==> src/core/cbm_pkg.sv <==
package cbm_pkg;

    // ----------------------------------------
    // Register map
    // ----------------------------------------
    localparam logic [7:0] OFF_CTRL     = 8'h00;
    localparam logic [7:0] OFF_CMD      = 8'h04;
    localparam logic [7:0] OFF_STATUS   = 8'h08;
    localparam logic [7:0] OFF_IRQ_MASK = 8'h0c;
    localparam logic [7:0] OFF_SRQ_MASK = 8'h10;
    localparam logic [7:0] OFF_TXDATA   = 8'h14;
    localparam logic [7:0] OFF_STATE    = 8'h18;

    localparam logic [5:0] TALK_ONLY_ADDR = 6'h32;
    localparam logic [5:0] CTRL_RST       = 6'h00;
    localparam logic [3:0] MASK_RST       = 4'h0;
    localparam logic [1:0] PEAK_READS     = 2'h3;

    // Status bit positions
    localparam int NSTAT       = 4;
    localparam int ST_REFUSED  = 0;
    localparam int ST_TX_DONE  = 1;
    localparam int ST_PEAKS    = 2;
    localparam int ST_GATE     = 3;

    // ----------------------------------------
    // Types
    // ----------------------------------------
    typedef enum logic [3:0] {
        CMD_SINGLE = 4'h0,
        CMD_AVG    = 4'h1,
        CMD_EXTARM = 4'h2,
        CMD_MATH   = 4'h3,
        CMD_AUTO   = 4'h4,
        CMD_ATTEN  = 4'h5,
        CMD_SENSE  = 4'h6,
        CMD_ANALOG = 4'h7,
        CMD_GATE   = 4'h8
    } cbm_cmd_t;

    typedef enum logic [2:0] {
        MD_FREQ = 3'b001,
        MD_PEAK = 3'b010,
        MD_GATE = 3'b100
    } cbm_mode_t;

    typedef struct packed {
        logic       single_cycle;
        logic       avg100;
        logic       external_arming_select;
        logic       math_bypass;
        logic       automatic_trigger_level;
        logic       tenfold_attenuator;
        logic       sensitivity_select;
        logic       analog_level_outputs;
        logic [7:0] gate_time;
    } cbm_set_t;

    localparam cbm_set_t SET_RST = cbm_set_t'(16'h0801);

    typedef struct packed {
        logic       peak_b;
        logic       second_channel_frequency_function;
        logic       gate;
        logic       read_levels;
        logic [7:0] value;
    } cbm_key_t;

    typedef struct packed {
        logic mta;
        logic mla;
        logic unt;
        logic unl;
        logic spe;
        logic spd;
        logic ppoll;
        logic rfd;
        logic dac;
    } cbm_bus_t;

    // Commands barred while peak-level mode runs
    function automatic logic cbm_locked(input cbm_cmd_t c, input logic a);
        case (c)
            CMD_AVG, CMD_SENSE, CMD_ANALOG:     cbm_locked = a;
            CMD_MATH, CMD_AUTO:                 cbm_locked = !a;
            CMD_EXTARM, CMD_ATTEN, CMD_GATE:    cbm_locked = 1'b1;
            default:                            cbm_locked = 1'b0;
        endcase
    endfunction

endpackage

==> src/core/cbm_settings.sv <==
`timescale 1ns/1ps
module cbm_settings import cbm_pkg::*; (
    input  wire logic      pclk,
    input  wire logic      presetn,
    input  wire cbm_key_t  key,
    input  wire logic      cmd_valid,
    input  wire cbm_cmd_t  cmd_code,
    input  wire logic [7:0] cmd_arg,
    output cbm_set_t       set_q,
    output cbm_mode_t      mode_q,
    output logic           gate_ind_q,
    output logic           show_q,
    output logic           refused_q,
    output logic           peaks_q,
    output logic           stored_q
);
    cbm_mode_t  mode_d;
    logic [1:0] reads_q;
    logic       enter_peak;

    // ----------------------------------------
    // Mode
    // ----------------------------------------
    always_comb begin
        mode_d = mode_q;
        unique case (mode_q)
            MD_FREQ: begin
                if (key.peak_b) mode_d = MD_PEAK;
                else if (key.gate) mode_d = MD_GATE;
            end
            MD_PEAK: if (key.second_channel_frequency_function) mode_d = MD_FREQ;
            MD_GATE: if (key.gate) mode_d = MD_FREQ;
        endcase
    end

    assign enter_peak = (mode_q != MD_PEAK) && (mode_d == MD_PEAK);

    always_ff @(posedge pclk or negedge presetn) begin
        if (!presetn) begin
            mode_q     <= MD_FREQ;
            gate_ind_q <= 1'b0;
        end else begin
            mode_q     <= mode_d;
            gate_ind_q <= (mode_d == MD_GATE);
        end
    end

    // ----------------------------------------
    // Peak level readout
    // ----------------------------------------
    always_ff @(posedge pclk or negedge presetn) begin
        if (!presetn) begin
            reads_q <= 2'h0;
            show_q  <= 1'b0;
            peaks_q <= 1'b0;
        end else begin
            peaks_q <= 1'b0;
            if (mode_q != MD_PEAK) begin
                reads_q <= 2'h0;
                show_q  <= 1'b0;
            end else if (key.read_levels && !show_q) begin
                reads_q <= reads_q + 2'h1;
                if (reads_q == PEAK_READS - 2'h1) begin
                    show_q  <= 1'b1;
                    peaks_q <= 1'b1;
                end
            end
        end
    end

    // ----------------------------------------
    // Settings
    // ----------------------------------------
    always_ff @(posedge pclk or negedge presetn) begin
        if (!presetn) begin
            set_q     <= SET_RST;
            refused_q <= 1'b0;
            stored_q  <= 1'b0;
        end else begin
            refused_q <= 1'b0;
            stored_q  <= 1'b0;
            if (enter_peak) begin
                set_q.single_cycle            <= 1'b0;
                set_q.avg100                  <= 1'b0;
                set_q.external_arming_select  <= 1'b0;
                set_q.math_bypass             <= 1'b1;
                set_q.automatic_trigger_level <= 1'b1;
                set_q.sensitivity_select      <= 1'b0;
                set_q.analog_level_outputs    <= 1'b0;
            end else if (mode_q == MD_GATE && key.gate) begin
                set_q.gate_time <= key.value;
                stored_q        <= 1'b1;
            end else if (cmd_valid) begin
                // Lockout keeps settings untouched, only flags the refusal
                if (mode_q == MD_PEAK && cbm_locked(cmd_code, cmd_arg[0])) begin
                    refused_q <= 1'b1;
                end else begin
                    case (cmd_code)
                        CMD_SINGLE: set_q.single_cycle            <= cmd_arg[0];
                        CMD_AVG:    set_q.avg100                  <= cmd_arg[0];
                        CMD_EXTARM: set_q.external_arming_select  <= cmd_arg[0];
                        CMD_MATH:   set_q.math_bypass             <= cmd_arg[0];
                        CMD_AUTO:   set_q.automatic_trigger_level <= cmd_arg[0];
                        CMD_ATTEN:  set_q.tenfold_attenuator      <= cmd_arg[0];
                        CMD_SENSE:  set_q.sensitivity_select      <= cmd_arg[0];
                        CMD_ANALOG: set_q.analog_level_outputs    <= cmd_arg[0];
                        CMD_GATE:   set_q.gate_time               <= cmd_arg;
                        default:    set_q <= set_q;
                    endcase
                end
            end
        end
    end

endmodule

==> src/core/cbm_link.sv <==
`timescale 1ns/1ps
module cbm_link import cbm_pkg::*; (
    input  wire logic       pclk,
    input  wire logic       presetn,
    input  wire cbm_bus_t   bus,
    input  wire logic       talk_only,
    input  wire logic       tx_valid,
    input  wire logic [7:0] tx_byte,
    input  wire logic [7:0] stb,
    output logic            talk_ind_q,
    output logic            listen_ind_q,
    output logic [7:0]      dio_q,
    output logic            dav_q,
    output logic            tx_done_q,
    output logic            polled_q
);
    logic talk_q;
    logic spoll_q;
    logic src_poll_q;
    logic talk_d;
    logic listen_d;
    logic start;
    logic dav_d;

    // Addressing: talk and listen unaddress each other; parallel poll is ignored
    assign talk_d   = bus.mta | (talk_q & !bus.unt & !bus.mla);
    assign listen_d = bus.mla | (listen_ind_q & !bus.unl & !bus.mta);
    // Sending only once allowed to talk
    assign start = !dav_q && !tx_done_q && (talk_q || talk_only) && bus.rfd
                   && ((spoll_q && talk_q) || tx_valid);
    assign dav_d = start | (dav_q & !bus.dac);

    always_ff @(posedge pclk or negedge presetn) begin
        if (!presetn) begin
            talk_q       <= 1'b0;
            talk_ind_q   <= 1'b0;
            listen_ind_q <= 1'b0;
            spoll_q      <= 1'b0;
        end else begin
            talk_q       <= talk_d;
            talk_ind_q   <= talk_d | talk_only | dav_d;
            listen_ind_q <= listen_d;
            if (bus.spe) spoll_q <= 1'b1;
            else if (bus.spd) spoll_q <= 1'b0;
        end
    end

    // ----------------------------------------
    // Source handshake
    // ----------------------------------------
    always_ff @(posedge pclk or negedge presetn) begin
        if (!presetn) begin
            dio_q      <= 8'h00;
            dav_q      <= 1'b0;
            src_poll_q <= 1'b0;
            tx_done_q  <= 1'b0;
            polled_q   <= 1'b0;
        end else begin
            tx_done_q <= 1'b0;
            polled_q  <= 1'b0;
            dav_q     <= dav_d;
            if (start) begin
                src_poll_q <= spoll_q && talk_q;
                dio_q      <= (spoll_q && talk_q) ? stb : tx_byte;
            end else if (dav_q && bus.dac) begin
                tx_done_q <= !src_poll_q;
                polled_q  <= src_poll_q;
            end
        end
    end

endmodule

==> src/core/cbm_top.sv <==
`timescale 1ns/1ps
module cbm_top import cbm_pkg::*; (
    input  wire logic        pclk,
    input  wire logic        presetn,
    input  wire logic        psel,
    input  wire logic        penable,
    input  wire logic        pwrite,
    input  wire logic [7:0]  paddr,
    input  wire logic [31:0] pwdata,
    output logic [31:0]      prdata,
    output logic             pready,
    output logic             pslverr,
    input  wire cbm_key_t    key,
    input  wire cbm_bus_t    bus,
    output logic [7:0]       dio,
    output logic             dav,
    output logic             talk_indicator,
    output logic             listen_indicator,
    output logic             gate_indicator,
    output logic             show_peaks,
    output cbm_set_t         settings,
    output logic             srq,
    output logic             irq
);
    logic [5:0]       ctrl_q;
    logic [NSTAT-1:0] status_q;
    logic [NSTAT-1:0] irq_mask_q;
    logic [NSTAT-1:0] srq_mask_q;
    logic [NSTAT-1:0] st_set;
    logic [NSTAT-1:0] st_clr;
    logic [7:0]       tx_byte_q;
    logic             tx_pend_q;
    logic             cmd_valid_q;
    cbm_cmd_t         cmd_code_q;
    logic [7:0]       cmd_arg_q;
    logic             wr_en;
    logic             hit;
    logic [31:0]      rdata;
    logic             talk_only;
    logic [7:0]       stb;
    cbm_mode_t        mode;
    logic             refused;
    logic             peaks_ev;
    logic             stored;
    logic             tx_done;

    // ----------------------------------------
    // APB slave
    // ----------------------------------------
    // One wait state: the answer comes on the second access cycle
    assign wr_en = psel && penable && pready && pwrite;

    always_comb begin
        hit   = 1'b1;
        rdata = 32'h0000_0000;
        case (paddr)
            OFF_CTRL:     rdata[5:0] = ctrl_q;
            OFF_CMD:      rdata[15:0] = settings;
            OFF_STATUS:   rdata[NSTAT-1:0] = status_q;
            OFF_IRQ_MASK: rdata[NSTAT-1:0] = irq_mask_q;
            OFF_SRQ_MASK: rdata[NSTAT-1:0] = srq_mask_q;
            OFF_TXDATA:   rdata[8:0] = {tx_pend_q, tx_byte_q};
            OFF_STATE:    rdata[7:0] = {listen_indicator, talk_indicator, gate_indicator,
                                        show_peaks, srq, mode};
            default:      hit = 1'b0;
        endcase
    end

    always_ff @(posedge pclk or negedge presetn) begin
        if (!presetn) begin
            pready  <= 1'b0;
            pslverr <= 1'b0;
            prdata  <= 32'h0000_0000;
        end else begin
            pready  <= psel && penable && !pready;
            pslverr <= psel && penable && !pready && !hit;
            if (psel && penable && !pready && !pwrite) prdata <= rdata;
        end
    end

    // ----------------------------------------
    // Configuration and commands
    // ----------------------------------------
    assign talk_only = (ctrl_q == TALK_ONLY_ADDR);

    always_ff @(posedge pclk or negedge presetn) begin
        if (!presetn) begin
            ctrl_q     <= CTRL_RST;
            irq_mask_q <= MASK_RST;
            srq_mask_q <= MASK_RST;
        end else if (wr_en) begin
            if (paddr == OFF_CTRL) ctrl_q <= pwdata[5:0];
            if (paddr == OFF_IRQ_MASK) irq_mask_q <= pwdata[NSTAT-1:0];
            if (paddr == OFF_SRQ_MASK) srq_mask_q <= pwdata[NSTAT-1:0];
        end
    end

    always_ff @(posedge pclk or negedge presetn) begin
        if (!presetn) begin
            cmd_valid_q <= 1'b0;
            cmd_code_q  <= CMD_SINGLE;
            cmd_arg_q   <= 8'h00;
        end else begin
            cmd_valid_q <= wr_en && (paddr == OFF_CMD);
            if (wr_en && paddr == OFF_CMD) begin
                cmd_code_q <= cbm_cmd_t'(pwdata[11:8]);
                cmd_arg_q  <= pwdata[7:0];
            end
        end
    end

    // A byte written while one is still pending is dropped, not queued
    always_ff @(posedge pclk or negedge presetn) begin
        if (!presetn) begin
            tx_pend_q <= 1'b0;
            tx_byte_q <= 8'h00;
        end else if (tx_done) begin
            tx_pend_q <= 1'b0;
        end else if (wr_en && paddr == OFF_TXDATA && !tx_pend_q) begin
            tx_pend_q <= 1'b1;
            tx_byte_q <= pwdata[7:0];
        end
    end

    // ----------------------------------------
    // Status, interrupt and service request
    // ----------------------------------------
    assign st_set = {stored, peaks_ev, tx_done, refused};
    assign st_clr = (wr_en && paddr == OFF_STATUS) ? pwdata[NSTAT-1:0] : '0;
    assign stb    = {1'b0, srq, 2'h0, status_q};

    always_ff @(posedge pclk or negedge presetn) begin
        if (!presetn) begin
            status_q <= '0;
            irq      <= 1'b0;
            srq      <= 1'b0;
        end else begin
            status_q <= (status_q & ~st_clr) | st_set;
            irq      <= |(status_q & irq_mask_q);
            srq      <= |(status_q & srq_mask_q);
        end
    end

    // ----------------------------------------
    // Sub blocks
    // ----------------------------------------
    cbm_settings u_set (
        .pclk       (pclk),
        .presetn    (presetn),
        .key        (key),
        .cmd_valid  (cmd_valid_q),
        .cmd_code   (cmd_code_q),
        .cmd_arg    (cmd_arg_q),
        .set_q      (settings),
        .mode_q     (mode),
        .gate_ind_q (gate_indicator),
        .show_q     (show_peaks),
        .refused_q  (refused),
        .peaks_q    (peaks_ev),
        .stored_q   (stored)
    );

    cbm_link u_link (
        .pclk         (pclk),
        .presetn      (presetn),
        .bus          (bus),
        .talk_only    (talk_only),
        .tx_valid     (tx_pend_q),
        .tx_byte      (tx_byte_q),
        .stb          (stb),
        .talk_ind_q   (talk_indicator),
        .listen_ind_q (listen_indicator),
        .dio_q        (dio),
        .dav_q        (dav),
        .tx_done_q    (tx_done),
        .polled_q     ()
    );
endmodule

==> config.mk <==
export PLATFORM = sky130hd
export DESIGN_NAME = cbm_top
export DESIGN_NICKNAME = d
export VERILOG_FILES = /design/src/core/cbm_pkg.sv /design/src/core/cbm_settings.sv /design/src/core/cbm_link.sv /design/src/core/cbm_top.sv
export SDC_FILE = /design/constraint.sdc
export NUM_CORES = 1
export LEC_CHECK = 0
export BUFFER_PORTS_ARGS = -buffer_cell sky130_fd_sc_hd__buf_2
export CORE_AREA = 2 2 97 99
export CTS_CLUSTER_SIZE = 16
export DETAILED_ROUTE_END_ITERATION = 6
export DIE_AREA = 0 0 99 101
export PLACE_DENSITY = 0.92
export SLEW_MARGIN = 20
export SYNTH_ARGS = -nofsm -noshare
export SYNTH_HDL_FRONTEND = slang
export SYNTH_SLANG_ARGS = --single-unit
==> constraint.sdc <==
create_clock -name pclk -period 5.81 [get_ports pclk]
set_clock_uncertainty 0.2 [all_clocks]
set_input_delay 0.8715 -clock pclk [delete_from_list [all_inputs] [get_ports pclk]]
set_output_delay 0.8715 -clock pclk [all_outputs]
set_load 0.05 [all_outputs]
==> impl_metrics.json <==
{
  "status": "finished clean",
  "min_period_ns": 2.76,
  "final_max_slew_viol_count": 0,
  "dr.pass1.iters": 5,
  "cts_buffers": 9,
  "synth.yosys.seq_area_share_pct": 52.3,
  "rsz0062_at_grt": "false",
  "ctsHoldBuffers": 0,
  "diodes": 0,
  "setup_viol_count_final": 0,
  "cts_buffer_depth": 2,
  "ant_nets": 0,
  "synth_top_flop_cell": "dfrtp_1",
  "route.detailed.drc": 0,
  "yosysTopAreaCell": "dfrtp_1",
  "synth_edf_count": 0,
  "finalInstanceArea_um2": 5520,
  "synth.distinct_cells": 55,
  "post_cts_buffers": 0,
  "fmax_mhz": 362,
  "path_clk_slew_ns": 0.09,
  "synth_top_area_share_pct": 50.7,
  "grt_pass1_wl_mm": 18.9,
  "num-fill-cells": 682,
  "gr-total-overflow": 0,
  "hold_class": "reg2reg",
  "path_class": "reg2reg",
  "drive_above_1_share_pct": 30.9,
  "ys.warnings.count": 0,
  "fin_crit_sh_pct": 47.6,
  "pin_count": 131,
  "dieArea_um2": 10000,
  "startpoint_type": "register",
  "grt_max_degree": 60,
  "num_vias": 3835,
  "finalNetCount": 599,
  "tightest_slew_ns": 0.819,
  "coreArea_um2": 8980,
  "synthArstFlopShare_pct": 100,
  "rows": 35,
  "routed_wl_mm": 11.7,
  "seq_area_um2": 2530,
  "h-tree-depth": 3,
  "dp_hpwl_mm": 8.44,
  "multi_input_area_um2": 2110,
  "insertion_delay_ns": 0.36,
  "start_util_pct": 53.9,
  "relSlewSlack_pct": 45.4,
  "grt_pass1_vias": 3753,
  "cts-root-buf": "clkbuf_8",
  "cp.arrival_ns": 2.79,
  "synth_cells": 447,
  "placed_cell_area_um2": 5300,
  "drv_cap": 0,
  "routabilityCongestion": 0.894,
  "syn2layout_area_growth_pct": 14.1,
  "wl_per_cell_um": 18.1,
  "ys_ff_latch": 101,
  "die_y_um": 101,
  "viasPerCell": 5.92,
  "finalSetupTns_ns": 0,
  "drt-initial-drc-count": 262,
  "p_leak_nw": 2.87,
  "syn_area_per_cell_um2": 10.8,
  "syn_area_um2": 4840,
  "globalRouteTotalUtil_pct": 24.0,
  "antenna_found_initial": 0,
  "numClockSinks": 101,
  "ir_worst_vdd_uv": 166,
  "power.density_nw_per_um2": 326,
  "endpoint_kind": "register",
  "cp.required_ns": 5.83,
  "die_w_um": 99,
  "cts_tree": "built",
  "final_hold_viol_count": 0,
  "crit_fanout": 16,
  "io_buffers": 93,
  "synth.area.top_cells": "dfrtp_1 (51%), mux2_2 (7.2%), nand2_1 (3.3%), a21oi_1 (2.9%), buf_4 (2.6%)",
  "cts_resized": 0
}
synth_stat cells, types with 9 or more instances:
cell     count
dfrtp_1     98
nand2_1     42
nor2_1      34
mux2_2      31
a21oi_1     28
o21ai_0     24
buf_4       17
inv_1       12
mux2i_1     12
nand3_1     12
a22oi_1     10
and3_1      10
a21o_1       9
cell usage in the layout (no fill, tap or decap), types with 12 or more instances in the layout:
| cell type | instances |
|---|---|
| nand3_1 | 12 |
| conb_1 | 16 |
| a21oi_1 | 28 |
| mux2i_1 | 12 |
| nand2_1 | 42 |
| dfrtp_1 | 98 |
| inv_1 | 12 |
| o21ai_0 | 24 |
| buf_2 | 92 |
| mux2_2 | 31 |
| nor2_1 | 34 |
cell families (layout without fill, tap and decap cells):
group | after synthesis | count (layout) | share of synthesized area, %
muxes | 59 | 59 | 14.5
DFF | 101 | 101 | 52.3
and+or+nand+nor | 134 | 134 | 14.0
AOI/OAI and AO/OA | 102 | 102 | 13.2
adders and majority gates | 1 | 1 | 0.258
other | 1 | 16 | 0.0775
buffers and inverters | 47 | 122 | 5.33
xor gates and xnor gates | 2 | 2 | 0.362
registers in the layout (all words and copies together), names as in the netlist, 2 cells and up:
signal / cells
irq_mask_q: 4
u_set.reads_q: 2
status_q: 4
u_set.mode_q: 3
u_set.set_q: 16
cmd_code_q: 4
srq_mask_q: 4
u_link.dio_q: 8
cmd_arg_q: 8
tx_byte_q: 8
ctrl_q: 6
prdata: 16
critical path, cell delays in order, from the launching register on:
cell     delay, ns
dfrtp_1       0.51
and2b_2       0.29
nand2_1       0.09
or2_1         0.41
inv_1         0.34
o21ai_2       0.58
o21ai_0       0.19
cell type report:
cell class	count	area share, %
inverters	12	0.816
clock buffers	10	2.49
multi-input cells	314	38.2
repair buffers	94	8.61
flip-flops and latches	101	45.8
well taps	111	2.52
clock inverters	6	1.56
metrics by stage:
step	utilization [%]	hold slack, ns	total power, mW	setup slack, ns	instances
global route	61.5	0.253	1.88	2.82	648
detailed placement	59.0	0.212	1.31	2.83	632
floorplan	-	0.201	1.19	3.35	462
CTS	61.5	0.230	1.80	3.08	648
global placement	59.0	0.210	1.29	2.88	632
finish	61.5	0.234	1.80	3.05	648
power breakdown:
group | leakage [nW] | internal [mW] | switching (mW)
registers | 1.34 | 0.771 | 0.0807
clock network | 0.112 | 0.254 | 0.242
logic | 1.42 | 0.134 | 0.316
per-layer routing:
metal  vias up  share of wire (%)  track usage [%]
li1       1726                  -                -
met1      1860                 41             32.1
met2       205                 49             38.5
met3        44                6.6             3.19
met4         0                4.0             12.5
met5         -                  0                0
worst paths after layout:
| check | cells past startpoint | start | endpoint | slack (ns) |
|---|---|---|---|---|
| max reg2reg | 6 | u_set.mode_q[1]$_DFF_PN0_ | u_set.set_q[5]$_DFFE_PN0P_ | 3.05 |
| min | 1 | u_set.refused_q$_DFF_PN0_ | status_q[0]$_DFF_PN0_ | 0.23 |
| max | 6 | u_set.mode_q[1]$_DFF_PN0_ | u_set.set_q[5]$_DFFE_PN0P_ | 3.05 |
| min in group asynchronous | 1 | presetn | prdata[11]$_DFFE_PN0P_ | 0.28 |
| max in group asynchronous | 2 | presetn | u_link.talk_q$_DFF_PN0_ | 3.98 |
| min reg2reg | 1 | u_set.refused_q$_DFF_PN0_ | status_q[0]$_DFF_PN0_ | 0.23 |
No activity file was read; power rests on OpenSTA's default activity.
